### src/inc/tpsp_map.svh
// constants of the three-phase sine pwm generator
// assumes a single 100 MHz clock; included by package and modules
`ifndef TPSP_MAP_SVH
`define TPSP_MAP_SVH
`define TPSP_CLK_NS      10
`define TPSP_CARRIER_NS  50000
`define TPSP_DEAD_NS     200
`define TPSP_CNT_W       12
`define TPSP_ACC_W       24
`define TPSP_STEP_W      16
`define TPSP_IDX_W       6
`define TPSP_DUTY_W      8
`define TPSP_DUTY_MID    8'h80
`define TPSP_OFS_120     24'h55_5555
`define TPSP_QTR_TOP     5'h10
`define TPSP_SINE_QTR    136'h7F_7E7D_7A75_706A_625A_5147_3C31_2519_0C00
`endif

### src/inc/tpsp_pkg.sv
// types and table decoding of the three-phase sine pwm generator
// assumes tpsp_map.svh is on the include path
`include "tpsp_map.svh"
package tpsp_pkg;
   typedef enum logic {TPSP_DIR_UP, TPSP_DIR_DOWN} tpsp_dir_t;

   localparam logic [135:0] TPSP_SINE_Q = `TPSP_SINE_QTR;

   // quarter table unfolded to a full wave, then scaled by depth
   function automatic logic [7:0] tpsp_duty_of(input logic [5:0] idx,
                                               input logic [7:0] depth);
      logic        [4:0]  j;
      logic        [7:0]  mag;
      logic signed [8:0]  dev;
      logic signed [17:0] p;
      j   = idx[4] ? (`TPSP_QTR_TOP - {1'b0, idx[3:0]}) : {1'b0, idx[3:0]};
      mag = TPSP_SINE_Q[{j, 3'b000} +: 8];
      dev = idx[5] ? -$signed({1'b0, mag}) : $signed({1'b0, mag});
      p   = dev * $signed({1'b0, depth});
      return `TPSP_DUTY_MID + p[15:8];
   endfunction
endpackage
### src/hdl/tpsp_phase.sv
// one inverter leg: carrier compare and complementary gates with dead time
// assumes tri_cnt and thresh come from registers on the same clock
`include "tpsp_map.svh"
module tpsp_phase
   import tpsp_pkg::*;
#(
   parameter int CNT_W    = `TPSP_CNT_W,
   parameter int DEAD_CYC = 20,
   parameter int DEAD_W   = 8
) (
   // clock and reset
   input  wire logic             clock,
   input  wire logic             rst_b,
   // carrier and duty
   input  wire logic [CNT_W-1:0] tri_cnt,
   input  wire logic [CNT_W-1:0] thresh,
   input  wire logic             force_off,
   // gate drives
   output logic                  gate_hi,
   output logic                  gate_lo
);
   typedef struct packed {
      logic              hi;
      logic              lo;
      logic [DEAD_W-1:0] dead;
   } tpsp_leg_t;

   tpsp_leg_t st_reg;
   tpsp_leg_t st_next;
   logic      want;

   // valley-centred pulse: both edges move with the threshold
   assign want = tri_cnt < thresh;

   always_comb begin
      st_next = st_reg;
      if (force_off) begin
         st_next.hi   = 1'b0;
         st_next.lo   = 1'b0;
         st_next.dead = DEAD_W'(DEAD_CYC - 1);
      end else if ((st_reg.hi && !want) || (st_reg.lo && want)) begin
         st_next.hi   = 1'b0;
         st_next.lo   = 1'b0;
         st_next.dead = DEAD_W'(DEAD_CYC - 1);
      end else if (!st_reg.hi && !st_reg.lo) begin
         if (st_reg.dead != '0) begin
            st_next.dead = st_reg.dead - 1'b1;
         end else begin
            st_next.hi = want;
            st_next.lo = !want;
         end
      end
   end

   always_ff @(posedge clock) begin
      if (!rst_b) begin
         st_reg <= '{hi: 1'b0, lo: 1'b0, dead: DEAD_W'(DEAD_CYC - 1)};
      end else begin
         st_reg <= st_next;
      end
   end

   assign gate_hi = st_reg.hi;
   assign gate_lo = st_reg.lo;

   // helper: length of the current both-off gap
   logic [DEAD_W:0] off_run;
   always_ff @(posedge clock) begin
      if (!rst_b) begin
         off_run <= '0;
      end else if (!st_reg.hi && !st_reg.lo) begin
         off_run <= (off_run == '1) ? off_run : off_run + 1'b1;
      end else begin
         off_run <= '0;
      end
   end

   no_overlap_a: assert property (@(posedge clock) disable iff (!rst_b)
      !(gate_hi && gate_lo)) else $error("both gates of one leg on");
   dead_gap_a: assert property (@(posedge clock) disable iff (!rst_b)
      ($rose(gate_hi) || $rose(gate_lo)) |-> off_run >= (DEAD_W+1)'(DEAD_CYC))
      else $error("dead time too short");
   force_off_a: assert property (@(posedge clock) disable iff (!rst_b)
      force_off |=> !gate_hi && !gate_lo) else $error("gate on while forced off");
   gate_cov: cover property (@(posedge clock) disable iff (!rst_b) $rose(gate_hi));
endmodule

### src/hdl/tpsp_top.sv
// three-phase sine-weighted pwm generator with dead-time gate outputs
// assumes step and depth come from logic on this clock; stop and
// overcurrent are asynchronous pins
//
// Notes on behaviour
// - one stored quarter-wave sine table feeds all three phase waveforms
// - three read positions held 120 degrees apart, one per phase
// - table value scaled by modulation depth before use as duty
// - pointer advance rate sets output frequency, may be arbitrarily slow
// - stationary pointers keep pulsing at a frozen point of the wave
// - duty numbers produced at a constant rate defining the carrier period
// - carrier fixed near 20 kHz, not locked to the modulation frequency
// - one shared carrier counter turns the three duties into pulse lengths
// - double-edged modulation: both pulse edges shift symmetrically
// - zero depth gives a 50 percent square wave at the carrier
// - advance rate reaches modulation frequencies from zero to about 78 Hz
// - 8-bit duty per phase, upper on-time 0 to 255/256 of the carrier period, lower complement
// - upper and lower gates complementary with a dead-time underlap
// - stop or overcurrent forces all six gates off
// - new duties computed once per 50 us carrier period
`include "tpsp_map.svh"
module tpsp_top
   import tpsp_pkg::*;
#(
   parameter int CNT_W    = `TPSP_CNT_W,
   parameter int ACC_W    = `TPSP_ACC_W,
   parameter int CAR_HALF = `TPSP_CARRIER_NS / (2 * `TPSP_CLK_NS),
   parameter int DEAD_CYC = (`TPSP_DEAD_NS + `TPSP_CLK_NS - 1) / `TPSP_CLK_NS,
   parameter int DEAD_W   = 8
) (
   // clock and reset
   input  wire logic                    clock,
   input  wire logic                    rst_b,
   // speed and depth control
   input  wire logic [`TPSP_STEP_W-1:0] freq_step,
   input  wire logic [`TPSP_DUTY_W-1:0] mod_depth,
   // protection pins
   input  wire logic                    stop_req,
   input  wire logic                    overcurrent,
   // duty numbers
   output logic [`TPSP_DUTY_W-1:0]      duty_u,
   output logic [`TPSP_DUTY_W-1:0]      duty_v,
   output logic [`TPSP_DUTY_W-1:0]      duty_w,
   // gate drives
   output logic [2:0]                   gate_hi,
   output logic [2:0]                   gate_lo
);
   typedef struct packed {
      logic [CNT_W-1:0]                   cnt;
      tpsp_dir_t                          dir;
      logic [ACC_W-1:0]                   acc;
      logic [2:0][`TPSP_DUTY_W-1:0]       duty;
      logic [2:0][CNT_W-1:0]              thr;
      logic [1:0]                         stop_sy;
      logic [1:0]                         oc_sy;
   } tpsp_state_t;

   tpsp_state_t                     st_reg;
   tpsp_state_t                     st_next;
   logic                            tick;
   logic                            force_off;
   logic [2:0][`TPSP_DUTY_W-1:0]    duty_new;
   logic [2:0][CNT_W-1:0]           thr_new;

   // free-running carrier tick, never resynchronised to the wave
   assign tick      = (st_reg.dir == TPSP_DIR_UP) && (st_reg.cnt == CNT_W'(CAR_HALF - 1));
   assign force_off = st_reg.stop_sy[1] || st_reg.oc_sy[1];

   genvar gi;
   generate
      for (gi = 0; gi < 3; gi++) begin : g_ph
         logic [ACC_W-1:0]          ptr;
         logic [CNT_W+7:0]          prod;
         assign ptr = st_reg.acc + ACC_W'(`TPSP_OFS_120 * gi);
         // one table, three readers; depth scaling inside the lookup
         assign duty_new[gi] = tpsp_duty_of(ptr[ACC_W-1 -: `TPSP_IDX_W], mod_depth);
         assign prod = st_reg.duty[gi] * (CNT_W+8)'(CAR_HALF);
         assign thr_new[gi] = prod[CNT_W+7:8];

         tpsp_phase #(
            .CNT_W    (CNT_W),
            .DEAD_CYC (DEAD_CYC),
            .DEAD_W   (DEAD_W)
         ) u_leg (
            .clock     (clock),
            .rst_b     (rst_b),
            .tri_cnt   (st_reg.cnt),
            .thresh    (st_reg.thr[gi]),
            .force_off (force_off),
            .gate_hi   (gate_hi[gi]),
            .gate_lo   (gate_lo[gi])
         );
      end
   endgenerate

   always_comb begin
      st_next = st_reg;
      // protection pins cross in through two flops
      st_next.stop_sy = {st_reg.stop_sy[0], stop_req};
      st_next.oc_sy   = {st_reg.oc_sy[0], overcurrent};
      // triangle carrier, period 2*CAR_HALF cycles
      if (st_reg.dir == TPSP_DIR_UP) begin
         if (tick) begin
            st_next.dir = TPSP_DIR_DOWN;
         end else begin
            st_next.cnt = st_reg.cnt + 1'b1;
         end
      end else begin
         if (st_reg.cnt == '0) begin
            st_next.dir = TPSP_DIR_UP;
         end else begin
            st_next.cnt = st_reg.cnt - 1'b1;
         end
      end
      // peak of the carrier: all legs are low here, safe to swap duty
      if (tick) begin
         st_next.acc  = st_reg.acc + ACC_W'(freq_step);
         st_next.duty = duty_new;
      end
      // threshold follows one cycle later, still before the descent crosses it
      st_next.thr = thr_new;
   end

   always_ff @(posedge clock) begin
      if (!rst_b) begin
         st_reg <= '{cnt: '0, dir: TPSP_DIR_UP, acc: '0,
                     duty: {3{`TPSP_DUTY_MID}}, thr: '0, stop_sy: '0, oc_sy: '0};
      end else begin
         st_reg <= st_next;
      end
   end

   assign duty_u = st_reg.duty[0];
   assign duty_v = st_reg.duty[1];
   assign duty_w = st_reg.duty[2];

   ptr_step_a: assert property (@(posedge clock) disable iff (!rst_b)
      tick |=> st_reg.acc == $past(st_reg.acc) + ACC_W'($past(freq_step)))
      else $error("pointer did not advance by step");
   ptr_hold_a: assert property (@(posedge clock) disable iff (!rst_b)
      !tick |=> $stable(st_reg.acc)) else $error("pointer moved between ticks");
   flat_duty_a: assert property (@(posedge clock) disable iff (!rst_b)
      (tick && mod_depth == '0) |=> duty_u == `TPSP_DUTY_MID && duty_v == `TPSP_DUTY_MID
      && duty_w == `TPSP_DUTY_MID) else $error("zero depth not half duty");
   duty_hold_a: assert property (@(posedge clock) disable iff (!rst_b)
      !tick |=> $stable(duty_u) && $stable(duty_v) && $stable(duty_w))
      else $error("duty changed mid period");
   carrier_bound_a: assert property (@(posedge clock) disable iff (!rst_b)
      st_reg.cnt < CNT_W'(CAR_HALF)) else $error("carrier count out of range");
   reset_off_a: assert property (@(posedge clock)
      !rst_b |=> gate_hi == '0 && gate_lo == '0 && st_reg.acc == '0)
      else $error("outputs not cleared by reset");
   stop_off_a: assert property (@(posedge clock) disable iff (!rst_b)
      stop_req [*3] |=> gate_hi == '0 && gate_lo == '0)
      else $error("gates on during stop");

   step_cov: cover property (@(posedge clock) disable iff (!rst_b) tick && freq_step != '0);
   freeze_cov: cover property (@(posedge clock) disable iff (!rst_b) tick && freq_step == '0);
   stop_cov: cover property (@(posedge clock) disable iff (!rst_b) $rose(force_off));
endmodule

### config.mk
export PLATFORM = sky130hd
export DESIGN_NAME = tpsp_top
export DESIGN_NICKNAME = d
export VERILOG_FILES = /design/src/inc/tpsp_pkg.sv /design/src/hdl/tpsp_phase.sv /design/src/hdl/tpsp_top.sv
export VERILOG_INCLUDE_DIRS = /design/src /design/src/inc
export SDC_FILE = /design/constraint.sdc
export NUM_CORES = 1
export LEC_CHECK = 0
export BUFFER_PORTS_ARGS = -buffer_cell sky130_fd_sc_hd__buf_2
export CAP_MARGIN = 20
export CORE_MARGIN = 2
export CORE_UTILIZATION = 64
export DETAILED_ROUTE_END_ITERATION = 16
export PLACE_DENSITY = 0.87
export SYNTH_ARGS = -nofsm -noshare
export SYNTH_HDL_FRONTEND = slang
export SYNTH_SLANG_ARGS = --single-unit
### constraint.sdc
create_clock -name clock -period 12.15 [get_ports clock]
set_input_delay 1.215 -clock clock [delete_from_list [all_inputs] [get_ports clock]]
set_output_delay 1.215 -clock clock [all_outputs]
set_load 0.05 [all_outputs]
==> results.ini <==
[status]
status = complete, no violations

[sta]
setup_slack_ns = 2.37
rsz0062_at_grt = no
fin_skew_ns = 0.0159
fin_crit_ns = 9.78
tns_ns = 0
hold_violations = 0
worst_hold_slack_ns = 0.443
setup_viol = 0
clock.fmax_ghz = 0.102
tightest_slew_ns = 0.915
timing.final.crit_share_pct = 80.5
slew_headroom_pct = 38.5
drv_slew = 0

[yosys]
synth_warnings = 0
synth.area.top_cells = fa_1 (20%), ha_1 (17%), dfxtp_1 (13%)
synth_top_cells_by_count = inv_1 (401), ha_1 (275), nand2_1 (217)
synth_nets = 2905
postSynthCellCount = 2402
synth-async-reset-ratio_pct = 0
synth_top_cell_by_area = fa_1
syn_avg_cell_area_um2 = 8.48
ys_ff_latch = 131
synth_edf_count = 0
yosys.area.top_type_share_pct = 19.7
syn_area_um2 = 20400
ys_types = 113
synth_most_common_cell = inv_1
synth-main-ff-cell = dfxtp_1
yosysSeqAreaShare_pct = 12.9

[power]
power_frac_comb_pct = 30.9
power_frac_seq_pct = 30.6
swShare_pct = 33.3
pwr-share-clk_pct = 38.5
p_switching_mw = 0.483
power.internal_mw = 0.967
finalPower_mw = 1.45
p_leak_nw = 10.6
cellPowerDensity_nw_per_um2 = 68.3
max-vdd-ir-drop_v = 0.0000907

[die]
die-area_um2 = 33200
start_util_pct = 64.7
io_pins = 58
die_x_um = 182
dieHeight_um = 182
rows = 65
core-area_um2 = 31500

[worst_setup_path]
max_stage_delay_ns = 0.84
path_depth = 38
worstSetupPathType = reg -> reg
crit_slowest_cell = dfxtp_1
worst-path-buf-inv = 7
critPathArrivalTime_ns = 10.10
worst_ep_required_time_ns = 12.46
cp_max_fo = 22
worst_r2r_path_depth = 38
critical-path-top-delay-family = adder cells
start_kind = flip-flop
crit_path_end_kind = flip-flop

[place]
routabilityCongestion = 0.921
portBuffers = 57
hpwlAfterDp_um = 37500
dpl_cell_area_um2 = 20600
place_ws_ns = 2.49
placed_cells = 2756

[clocking]
h-tree-depth = 4
clock_sinks = 131
clk_pin_slew_ns = 0.06
cts_buffers = 17
cts-root-buf = clkbuf_16
clock_latency_ns = 0.44
cts_resized = 0
cts_tree = built
cts_setup_buffers = 0
hold_buffers = 0
clockBufferDepth = 2

[routing]
route.detailed.drc = 0
vias = 16612
drt_pre_antenna_iters = 5
maxUsedRoutingLayer = met5
wl_met1_um = 19500
drt_iter0_drc = 1142
wl_met3_um = 2390
avgViaCountPerCell = 5.96
dr_wl_met2_um = 24600
antenna_left = 0
drt-total-wl_um = 48600
wire_per_inst_um = 17.4

[cells_and_area]
final_cell_area_um2 = 21200
utilization_pct = 67.4
nFillCells = 2406
nets = 2876
diodes = 0
area_delta_synth_final_pct = 4.23
drive_gt1_share_pct = 6.87
largest_reg_flops = 75
finalNonFillerCells = 2788

[grt]
grt_pass1_wl_um = 81900
grt_overflow = 0
grt_antenna_before_repair = 1
grt_max_degree = 60
grt_pass1_vias = 17395
grt_usage_pct = 30.1

[min_path]
min_path_type = reg -> reg
min_path_cells = 1

[flow_run]
max_cap_violations = 0

## layer usage
metal | up-vias | GRT usage, %
li1 | 7867 | -
met1 | 8072 | 34.8
met2 | 510 | 55.0
met3 | 161 | 3.77
met4 | 2 | 14.7
met5 | - | 0
## cell type report
| type | count | area [um2] | share of cell area [%] |
|---|---|---|---|
| clock buffers | 19 | 443 | 2.09 |
| clock inverters | 13 | 170 | 0.802 |
| inverters | 405 | 1520 | 7.16 |
| multi-input cells | 1758 | 15700 | 73.8 |
| flip-flops and latches | 131 | 2620 | 12.4 |
| well taps | 402 | 503 | 2.37 |
| repair buffers | 60 | 308 | 1.45 |
## worst paths after layout
kind	slack (ns)	endpoint	from
worst min register to register	0.44	st_reg[3]	st_next[3]
worst max register to register	2.37	duty_w[6]	st_reg[83]
worst min-delay path	0.44	st_reg[3]	st_next[3]
worst max-delay path	2.37	duty_w[6]	st_reg[83]
## cells in the final DEF (no fill, tap or decap), drive strengths merged, types with 71 or more instances in the layout
cell   instances
inv          410
ha           275
nand2        219
fa           200
and2         159
dfxtp        131
a21oi         89
xnor2         82
o21ai         80
nor2          71
## cells by family (layout without fill, tap and decap cells)
kind of cell	Yosys count	count (layout)	synth area share, %
AOI/OAI and AO/OA	444	444	15.5
xor gates and xnor gates	125	125	5.64
adders and majority gates	475	475	36.6
buffers and inverters	513	497	10.3
DFF	131	131	12.9
muxes	15	15	0.781
and+or+nand+nor	699	699	18.4
## worst reg2reg max path, delay by kind of cell, from the launching register on
kind / cells / cell delay, ns
compound gates: 11 / 2.51
buf+inv: 7 / 0.65
fa+ha+maj: 8 / 3.05
mux: 3 / 0.87
flops: 1 / 0.84
simple gates: 9 / 1.77
## power by group through the flow
stage / registers, mW / clock network [mW] / logic, mW
detailed placement: 0.453 / 0 / 0.437
global placement: 0.453 / 0 / 0.414
global route: 0.444 / 0.576 / 0.505
CTS: 0.444 / 0.558 / 0.448
finish: 0.444 / 0.558 / 0.448
floorplan: 0.451 / 0 / 0.347
Power figures use the tool's default switching activity.
